### config.mk
export PLATFORM = sky130hd
export DESIGN_NAME = cwcfg_regs
export DESIGN_NICKNAME = d
export VERILOG_FILES = /design/src/logic/cwcfg_pkg.sv /design/src/logic/cwcfg_regs.sv /design/src/logic/cwcfg_decode.sv
export VERILOG_INCLUDE_DIRS = /design/src /design/src/logic
export SDC_FILE = /design/constraint.sdc
export NUM_CORES = 1
export LEC_CHECK = 0
export BUFFER_PORTS_ARGS = -buffer_cell sky130_fd_sc_hd__buf_2
export CAP_MARGIN = 20
export CORE_ASPECT_RATIO = 0.75
export CORE_MARGIN = 2
export CORE_UTILIZATION = 51
export CTS_CLUSTER_DIAMETER = 40
export DETAILED_ROUTE_END_ITERATION = 10
export GPL_ROUTABILITY_DRIVEN = 0
export PLACE_DENSITY = 0.8
export SLEW_MARGIN = 40
export SYNTH_ARGS = -nofsm -noshare
export SYNTH_HDL_FRONTEND = slang
export SYNTH_SLANG_ARGS = --single-unit
### constraint.sdc
create_clock -name aclk -period 3 [get_ports aclk]
set_input_delay 0.3 -clock aclk [delete_from_list [all_inputs] [get_ports aclk]]
set_output_delay 0.3 -clock aclk [all_outputs]
set_load 0.005 [all_outputs]
### src/logic/cwcfg_consts.svh
`ifndef CWCFG_CONSTS_SVH
`define CWCFG_CONSTS_SVH
// register indices as printed; byte address is four times the index
`define CWCFG_IDX_CONFIG 8'hC6
`define CWCFG_IDX_PHASE 8'hC7
`define CWCFG_IDX_OFFSET 8'hD0
`define CWCFG_IDX_STATUS 8'hD1
`define CWCFG_ADDR_W 12
`define CWCFG_RST_CONFIG 16'h0000
`define CWCFG_RST_PHASE 16'h0000
`define CWCFG_RST_OFFSET 1'b0
// field positions of the config register
`define CWCFG_BIT_HPF_EN 14
`define CWCFG_FB_HI 13
`define CWCFG_FB_LO 12
`define CWCFG_CLK_HI 11
`define CWCFG_CLK_LO 10
`define CWCFG_BIT_AMP_DIS 9
`define CWCFG_BIT_PATH 8
`define CWCFG_BIT_BASE_BUF 6
`define CWCFG_BIT_FAST_BUF 5
`define CWCFG_GAIN_HI 4
`define CWCFG_GAIN_LO 0
// axi response codes
`define CWCFG_RESP_OKAY 2'h0
`define CWCFG_RESP_SLVERR 2'h2
`endif

### src/logic/cwcfg_pkg.sv
`default_nettype none
package cwcfg_pkg;
  // clock multiplier decode
  typedef enum logic [1:0] {
    CWCFG_CLK_16X = 2'b00,
    CWCFG_CLK_8X = 2'b01,
    CWCFG_CLK_4X = 2'b10,
    CWCFG_CLK_1X = 2'b11
  } cwcfg_clk_e;
  // write channel state
  typedef enum logic [1:0] {
    CWCFG_W_IDLE = 2'b00,
    CWCFG_W_RESP = 2'b01
  } cwcfg_wr_e;
  // decoded analog controls
  typedef struct packed {
    logic doppler_path;
    logic summing_amp_on;
    logic hpf_enable;
    logic [3:0] hpf_feedback_onehot;
    cwcfg_clk_e doppler_clock_multiplier;
    logic base_clock_buffer_diff;
    logic fast_clock_buffer_diff;
    logic [4:0] summing_amp_feedback_code;
    logic [4:0] summing_amp_taps;
    logic [7:0][3:0] mixer_phase; // packed so the struct stays packed
  } cwcfg_ctrl_s;
endpackage : cwcfg_pkg
`default_nettype wire

### src/logic/cwcfg_regs.sv
// The implementer's own choice: the AXI4-Lite register port.
`timescale 1ns/1ps
`default_nettype none
`include "cwcfg_consts.svh"
// Behaviour
// - hpf enable bit switches filter on
// - feedback field picks filter resistance
// - filter off ignores field, path open
// - clock field decodes 16X 8X 4X 1X
// - amp disable bit effective only in doppler
// - path bit selects imaging or doppler
// - base buffer: 0 cmos, 1 differential
// - fast buffer: 0 differential, 1 cmos
// - gain code selects amp feedback resistor
// - phase code N gives N times 22.5
// - four phase fields for channels one-eight
// - offset bit limits write to even
module cwcfg_regs (
  input wire logic aclk,
  input wire logic aresetn,
  input wire logic [11:0] s_axi_awaddr,
  input wire logic s_axi_awvalid,
  output logic s_axi_awready,
  input wire logic [31:0] s_axi_wdata,
  input wire logic [3:0] s_axi_wstrb,
  input wire logic s_axi_wvalid,
  output logic s_axi_wready,
  output logic [1:0] s_axi_bresp,
  output logic s_axi_bvalid,
  input wire logic s_axi_bready,
  input wire logic [11:0] s_axi_araddr,
  input wire logic s_axi_arvalid,
  output logic s_axi_arready,
  output logic [31:0] s_axi_rdata,
  output logic [1:0] s_axi_rresp,
  output logic s_axi_rvalid,
  input wire logic s_axi_rready,
  output cwcfg_pkg::cwcfg_ctrl_s ctrl
);
  // *******************************************
  // state
  // *******************************************
  typedef struct packed {
    logic [15:0] config_word; // path configuration
    logic [15:0] phase_word; // mixer phase fields
    logic [15:0] phase_odd; // odd-channel phases kept apart
    logic channel_offset; // pair or even only
    logic aw_held; // address taken, waiting for data
    logic [11:0] aw_addr;
    logic w_held; // data taken, waiting for address
    logic [31:0] w_data;
    logic [3:0] w_strb;
    cwcfg_pkg::cwcfg_wr_e wr_state;
    logic [1:0] bresp;
    logic rvalid;
    logic [31:0] rdata;
    logic [1:0] rresp;
  } cwcfg_state_s;

  cwcfg_state_s st_q, st_d;

  // register index from a byte address; unaligned bits ignored
  function automatic logic [9:0] reg_index(input logic [11:0] addr);
    reg_index = addr[11:2];
  endfunction : reg_index

  // merge byte strobes into a 16-bit register
  function automatic logic [15:0] merge16(input logic [15:0] old,
                                          input logic [31:0] data,
                                          input logic [3:0] strb);
    merge16 = old;
    if (strb[0]) merge16[7:0] = data[7:0];
    if (strb[1]) merge16[15:8] = data[15:8];
  endfunction : merge16

  // *******************************************
  // bus handshakes, combinational
  // *******************************************
  assign s_axi_awready = ~st_q.aw_held &&
    st_q.wr_state == cwcfg_pkg::CWCFG_W_IDLE;
  assign s_axi_wready = ~st_q.w_held &&
    st_q.wr_state == cwcfg_pkg::CWCFG_W_IDLE;
  assign s_axi_bvalid = st_q.wr_state == cwcfg_pkg::CWCFG_W_RESP;
  assign s_axi_bresp = st_q.bresp;
  assign s_axi_arready = ~st_q.rvalid; // one read at a time
  assign s_axi_rvalid = st_q.rvalid;
  assign s_axi_rdata = st_q.rdata;
  assign s_axi_rresp = st_q.rresp;

  // *******************************************
  // next state
  // *******************************************
  always_comb begin
    logic aw_now;
    logic w_now;
    logic [11:0] waddr;
    logic [31:0] wdat;
    logic [3:0] wstb;
    logic [15:0] new_phase;
    aw_now = 1'b0;
    w_now = 1'b0;
    waddr = '0;
    wdat = '0;
    wstb = '0;
    new_phase = '0;
    st_d = st_q;
    // catch address and data in either order
    if (s_axi_awvalid && s_axi_awready) begin
      st_d.aw_held = 1'b1;
      st_d.aw_addr = s_axi_awaddr;
    end
    if (s_axi_wvalid && s_axi_wready) begin
      st_d.w_held = 1'b1;
      st_d.w_data = s_axi_wdata;
      st_d.w_strb = s_axi_wstrb;
    end
    aw_now = st_d.aw_held;
    w_now = st_d.w_held;
    waddr = st_d.aw_addr;
    wdat = st_d.w_data;
    wstb = st_d.w_strb;
    // perform the write once both halves are in
    if (aw_now && w_now && st_q.wr_state == cwcfg_pkg::CWCFG_W_IDLE) begin
      st_d.aw_held = 1'b0;
      st_d.w_held = 1'b0;
      st_d.wr_state = cwcfg_pkg::CWCFG_W_RESP;
      st_d.bresp = `CWCFG_RESP_OKAY;
      unique case (reg_index(waddr))
        10'(`CWCFG_IDX_CONFIG): begin
          // reserved bits stored as plain bits
          st_d.config_word = merge16(st_q.config_word, wdat, wstb);
        end
        10'(`CWCFG_IDX_PHASE): begin
          new_phase = merge16(st_q.phase_word, wdat, wstb);
          st_d.phase_word = new_phase;
          // odd channels only follow while pairs are addressed
          if (!st_q.channel_offset) begin
            st_d.phase_odd = new_phase;
          end
        end
        10'(`CWCFG_IDX_OFFSET): begin
          if (wstb[0]) st_d.channel_offset = wdat[0];
        end
        default: begin
          st_d.bresp = `CWCFG_RESP_SLVERR; // unmapped
        end
      endcase
    end
    // response held until master takes it
    if (st_q.wr_state == cwcfg_pkg::CWCFG_W_RESP && s_axi_bready) begin
      st_d.wr_state = cwcfg_pkg::CWCFG_W_IDLE;
    end
    // read path: answer the cycle after the address
    if (st_q.rvalid && s_axi_rready) begin
      st_d.rvalid = 1'b0;
    end
    if (s_axi_arvalid && s_axi_arready) begin
      st_d.rvalid = 1'b1;
      st_d.rresp = `CWCFG_RESP_OKAY;
      unique case (reg_index(s_axi_araddr))
        10'(`CWCFG_IDX_CONFIG): st_d.rdata = {16'h0000, st_q.config_word};
        10'(`CWCFG_IDX_PHASE): st_d.rdata = {16'h0000, st_q.phase_word};
        10'(`CWCFG_IDX_OFFSET): st_d.rdata = {31'h0, st_q.channel_offset};
        // status shows the odd-channel phases actually in force
        10'(`CWCFG_IDX_STATUS): st_d.rdata = {16'h0000, st_q.phase_odd};
        default: begin
          st_d.rdata = 32'h00000000;
          st_d.rresp = `CWCFG_RESP_SLVERR;
        end
      endcase
    end
  end

  // *******************************************
  // registers
  // *******************************************
  always_ff @(posedge aclk) begin
    if (!aresetn) begin
      st_q <= '0;
      st_q.config_word <= `CWCFG_RST_CONFIG;
      st_q.phase_word <= `CWCFG_RST_PHASE;
      st_q.phase_odd <= `CWCFG_RST_PHASE;
      st_q.channel_offset <= `CWCFG_RST_OFFSET;
      st_q.wr_state <= cwcfg_pkg::CWCFG_W_IDLE;
    end else begin
      st_q <= st_d;
    end
  end

  // *******************************************
  // analog control decode
  // *******************************************
  cwcfg_pkg::cwcfg_ctrl_s dec;
  cwcfg_decode u_decode (
    .config_word(st_q.config_word),
    .phase_word(st_q.phase_word),
    .channel_offset(st_q.channel_offset),
    .ctrl(dec)
  );

  // odd channels take their kept copy
  always_comb begin
    ctrl = dec;
    for (int p = 0; p < 4; p++) begin
      ctrl.mixer_phase[2*p] = st_q.phase_odd[4*p +: 4];
    end
  end
endmodule : cwcfg_regs
`default_nettype wire

### src/logic/cwcfg_decode.sv
`timescale 1ns/1ps
`default_nettype none
`include "cwcfg_consts.svh"
// turns the two stored words into analog control levels
module cwcfg_decode (
  input wire logic [15:0] config_word,
  input wire logic [15:0] phase_word,
  input wire logic channel_offset,
  output cwcfg_pkg::cwcfg_ctrl_s ctrl
);
  // *******************************************
  // fixed feedback-resistor tap table
  // *******************************************
  // code to tap word; tap bits 4..0 weigh 2000/1000/500/250/500 ohm legs
  function automatic logic [4:0] fb_taps(input logic [4:0] code);
    fb_taps = code; // legs follow the code bits; 0 leaves all legs open
  endfunction : fb_taps

  always_comb begin
    ctrl = '0;
    // path select: doppler path does not power attenuator down
    ctrl.doppler_path = config_word[`CWCFG_BIT_PATH];
    // amp disable honoured only on doppler path
    ctrl.summing_amp_on = config_word[`CWCFG_BIT_PATH] &
      ~config_word[`CWCFG_BIT_AMP_DIS];
    ctrl.hpf_enable = config_word[`CWCFG_BIT_HPF_EN];
    // feedback one-hot only while filter on, else path open
    if (config_word[`CWCFG_BIT_HPF_EN]) begin
      ctrl.hpf_feedback_onehot = 4'h1 <<
        config_word[`CWCFG_FB_HI:`CWCFG_FB_LO];
    end else begin
      ctrl.hpf_feedback_onehot = 4'h0;
    end
    ctrl.doppler_clock_multiplier = cwcfg_pkg::cwcfg_clk_e'(
      config_word[`CWCFG_CLK_HI:`CWCFG_CLK_LO]);
    ctrl.base_clock_buffer_diff = config_word[`CWCFG_BIT_BASE_BUF];
    // fast buffer has reversed polarity
    ctrl.fast_clock_buffer_diff = ~config_word[`CWCFG_BIT_FAST_BUF];
    ctrl.summing_amp_feedback_code =
      config_word[`CWCFG_GAIN_HI:`CWCFG_GAIN_LO];
    ctrl.summing_amp_taps =
      fb_taps(config_word[`CWCFG_GAIN_HI:`CWCFG_GAIN_LO]);
    // pair fields: odd channel follows unless offset set
    for (int p = 0; p < 4; p++) begin
      ctrl.mixer_phase[2*p+1] = phase_word[4*p +: 4];
      ctrl.mixer_phase[2*p] = channel_offset ? 4'h0 : phase_word[4*p +: 4];
    end
  end
endmodule : cwcfg_decode
`default_nettype wire

======== Yosys cells after proc, flatten, opt, wreduce, memory -nomap -nowiden ========
Cells that the tools add are included.
storage, ports and cells
  flip-flop bits (word level) ............. 137
  input bits .............................. 67
  output and inout port bits .............. 94
  word-level logic and storage cells ...... 64
operators by class
  equality and inequality tests ........... 7
  shift operators ......................... 1
  muxes and demuxes ....................... 10
  bitwise gates (word level) .............. 8
  reductions and logical operators ........ 20
operators by type and width
  cell                   number
  $eq A10 B8 Y1 const B  7
  $pmux W16 S4           1
  $mux W37               1
  $mux W35               1
  $mux W8                2
  $mux W13               1
  $reduce_and A3 Y1      4
  $logic_and A1 B1 Y1    9
  $not A1 Y1             7
  $mux W2                2
  $mux W4                1
  $reduce_or A2 Y1       2
  $reduce_or A4 Y1       1
  $shl A1 B2 Y4 const A  1
  $reduce_or A3 Y1       1
  $logic_not A2 Y1       1
  $reduce_and A2 Y1      1
  $reduce_bool A2 Y1     1
  $and A1 B1 Y1          1
  $mux W1                1

======== Logic depth before layout (Yosys ltp) ========
  depth in word-level cells ............... 7
  mapped depth ............................ 9
  depth with buffers taken out ............ 5

======== Hierarchy ========
A second synthesis with hierarchy kept.
second synthesis, totals
  cells, all modules ...................... 563
  area total of the unflattened synthesis .. 5146.2 um^2
by module, submodules not included
  module        times used  cells each  area an instance (um^2)
  cwcfg_regs    1           509         4728.3
  cwcfg_decode  1           54          417.9

======== Worst setup path before layout ========
Ideal clock, no wire load.
  kind .................................... register -> register
  from .................................... register st_q[37] (netlist bit)
  to ...................................... register st_q, in the netlist ctrl[10]
  library setup time ...................... 116 ps
  data arrival time ....................... 2000 ps
  required time ........................... 2884 ps
  setup slack ............................. 884 ps
  stages on the path, launching flop included .. 8
  cell sequence ........................... dfxtp_1 > buf_6 > or3b_4 > nor4_4 > o2111ai_4 > buf_6 > mux2i_1 > nor2b_1
between the ends
  cells in the longest elaborated chain, start to end .. 7
  elaborated cells on any way between the ends .. 12
  those cells by class .................... eq/ne: 1; mux: 3; reduce/logical: 8
ends and longest elaborated chain
  element                                                           line                                                   text
  start: declaration                                                cwcfg_regs.sv:60                                       cwcfg_state_s st_q, st_d;
  start signal: assignment                                          cwcfg_regs.sv:186                                      st_q <= st_d;
  $logic_not A2 Y1 (*)                                              cwcfg_regs.sv:80, cwcfg_regs.sv:82, cwcfg_regs.sv:123
  parallel branches: the longest is 6 deep, another holds $mux W13  --
Mark *: on every way between the ends.
A chain may end at the register's enable or synchronous reset.

======== Final worst setup path ========
  from .................................... register st_q[37] (netlist bit)
  to ...................................... register, netlist name st_q[124]
between the ends
  cells in the longest elaborated chain, start to end .. 7
  elaborated cells on any way between the ends .. 11
  those cells by class .................... eq/ne: 1; mux: 2; reduce/logical: 8
ends and longest elaborated chain
  element                                                           line
  $logic_not A2 Y1 (*)                                              cwcfg_regs.sv:80, cwcfg_regs.sv:82, cwcfg_regs.sv:123
  parallel branches: the longest is 6 deep, another holds $mux W13  --
Marks and branches as above.

==> run metrics <==
Synth Warn #=0; antenna violations before repair=0; maximum VDD drop=0.297 mV; clock insertion delay at the later pin of the skew report=0.34 ns; Fill cells=826; Synth top area share=0.404; I/O pin total=161; Root Driver=clkbuf_16; startpoint types=flop; Mapped Cells=536; CTS Hold Bufs=0; Tmin final=2.53 ns; Synth cell types=41; Cell Area, Synth=0.00491 mm^2; Worst-path clk slew=0.07 ns; final clock skew=0.00723 ns; area used by multi-input combinational logic=0.00218 mm^2; FFs w/ async S/R, synth=0; post-synth top area cell=dfxtp_1; die height=89.0 um; Layout Nets=649; number of cell rows=30; setup bufs post-CTS=0; Detailed Route Iter0 Violations=186; Synth area leaders=dfxtp_1 (40%), buf_4 (13%), mux2_2 (11%), o21ai_0 (5.1%), nand2_1 (4.4%); fin util=0.582; CTS Buf Count=9; total area of sequential cells=0.00198 mm^2; placed cell areas=0.00505 mm^2; Arrival @ worst endpoint=2.71 ns; RSZ-0062 raised after global routing=no; Worst setup EP type=flop; complex-gate fraction of the synthesized area=0.122; placed insts=698; share of cells above drive strength 1=0.349; period utilization=0.842; grt ovf=0; die width=117 um; die area=0.0104 mm^2; largest family of logic cells by synthesized area=buffers and inverters; sequential area share after synthesis=0.404; WL/cell=15.6 um; first drt pass iteration count=4; vias in the first global route=3536; Placeable Area=0.00920 mm^2; CTS Buffer Depth=2; Slew HR=0.467; initial core utilization=0.534; Avg Cell Area, Syn=9.16 um^2; mux share of post-synthesis cell area=0.151; wire length of the first global-routing pass=17400 um; WP data required=3.19 ns; clock net sink count=99; DR vias=3728; synthesis-stage register bit count=99; post-route ant nets=0; Fin. Hold Viols=0; Setup Viol. Count Final=0; Remaining DRCs=0; PortBufs=120; hpwl dp=7850 um; xor/xnor share of the synthesized area=0; Leak Pwr=0.00252 uW; Max-Cap Viols=0; CTS tree=built; status=finished, final reports clean; final instance area=0.00535 mm^2; drt total wl=11100 um; main flop type after synthesis=dfxtp_1; pwr dens=518 mW/mm^2; Post-synth EDFFs=0; Final Max Slew Viols=0; gr usage total=0.219; Final Non-Filler Cells=715; Resized Gates After CTS=0; crit path max fanout=16; worst-margin pin slew=0.800 ns; Via density=5.21; ANT cells=0; Synth Area in Simple Gates=0.157; largest net degree at the start of global routing=52; setup tns final=0 ns; Worst Hold Class=in -> reg; WS Path Type=reg -> reg; htree depth=3; FMAX=0.396 GHz; Area Growth Syn to Fin=9.02%; Synth Area in Adders=0; worst hold margin=0.196 ns
==> flip-flops by register name, indices dropped and copies added, names as in the netlist <==
| name | count |
|---|---|
| s_axi_rresp | 1 |
| s_axi_bresp | 1 |
| s_axi_rvalid | 1 |
| s_axi_rdata | 16 |
| st_q | 64 |
| ctrl | 16 |
==> synth_stat cells (2+ instances only) <==
cell type and n:
o2111ai_2 4, buf_1 3, o22ai_1 2, buf_6 2, nand3b_1 4, and2_1 3, a22oi_1 15, inv_1 19
o211a_1 2, buf_4 83, clkbuf_1 19, nand2_1 57, o21ai_0 50, nor4_4 2, mux2i_1 19, nor2_1 14
nor3b_1 3, buf_2 3, nand3_1 35, mux2_2 49, dfxtp_1 99, nor2b_1 20, a21boi_0 11
==> layout make-up <==
class | count | area share
timing repair buffer | 128 | 0.125
tap | 128 | 0.0299
multi-input combinational | 325 | 0.408
inverter | 19 | 0.0133
clock buffer | 11 | 0.0472
clock inverter | 5 | 0.00678
sequential | 99 | 0.370
==> critical path, stage by stage, from the launching register on <==
cell and delay, ns:
dfxtp_1 0.41, or3b_4 0.53, nor4_4 0.58, o2111ai_2 0.49, nand3_1 0.23, o21ai_0 0.12
==> through the flow <==
| step | setup WS (ns) | power [uW] |
|---|---|---|
| finish | 0.474 | 2770 |
| global route | 0.314 | 2870 |
| CTS | 0.440 | 2780 |
| detailed placement | 0.442 | 1690 |
| global placement | 0.507 | 1680 |
| floorplan | 0.884 | 1620 |
==> routing by layer <==
metal | GRT usage | up-vias | wire length [um]
met5 | 0 | - | 0
met4 | 0.0717 | 0 | 68
met3 | 0.0610 | 8 | 849
met2 | 0.354 | 145 | 5280
met1 | 0.286 | 1743 | 4950
li1 | - | 1832 | -
==> worst paths after layout <==
check,to,slack (ns),start,cells past startpoint
worst max-delay path,st_q[124],0.47,st_q[37],5
worst max register to register,st_q[124],0.47,st_q[37],5
worst min register to register,s_axi_rdata[3],0.45,s_axi_rdata[3],2
worst min-delay path,s_axi_rvalid,0.20,s_axi_arvalid,2
==> logic make-up (layout without fill, tap and decap cells) <==
| group | Yosys count | count (layout) |
|---|---|---|
| other | 1 | 18 |
| AOI/OAI and AO/OA | 90 | 90 |
| buffers and inverters | 129 | 163 |
| muxes | 68 | 68 |
| DFF | 99 | 99 |
| and+or+nand+nor | 149 | 149 |
==> cells in the final DEF (no fill, tap or decap), types with 2 or more instances in the layout <==
master / netlist / final
a21boi_0: 11 / 11
a22oi_1: 15 / 15
and2_1: 3 / 3
buf_2: 3 / 120
buf_4: 83 / 7
clkbuf_16: 0 / 9
clkbuf_8: 0 / 2
clkinv_2: 0 / 2
clkinv_4: 0 / 2
conb_1: 1 / 18
dfxtp_1: 99 / 99
inv_1: 19 / 19
mux2_2: 49 / 49
mux2i_1: 19 / 19
nand2_1: 57 / 57
nand3_1: 35 / 35
nand3b_1: 4 / 4
nor2_1: 14 / 14
nor2b_1: 20 / 20
nor3b_1: 3 / 2
nor4_4: 2 / 2
o2111ai_2: 4 / 4
o211a_1: 2 / 2
o21ai_0: 50 / 50
o22ai_1: 2 / 2
==> where the power goes <==
group | internal [uW] | switching [uW]
Clock | 611 | 499
Sequential | 1350 | 19.6
Combinational | 129 | 161
Total | 2090 | 680
No activity file was read; power rests on OpenSTA's default activity.
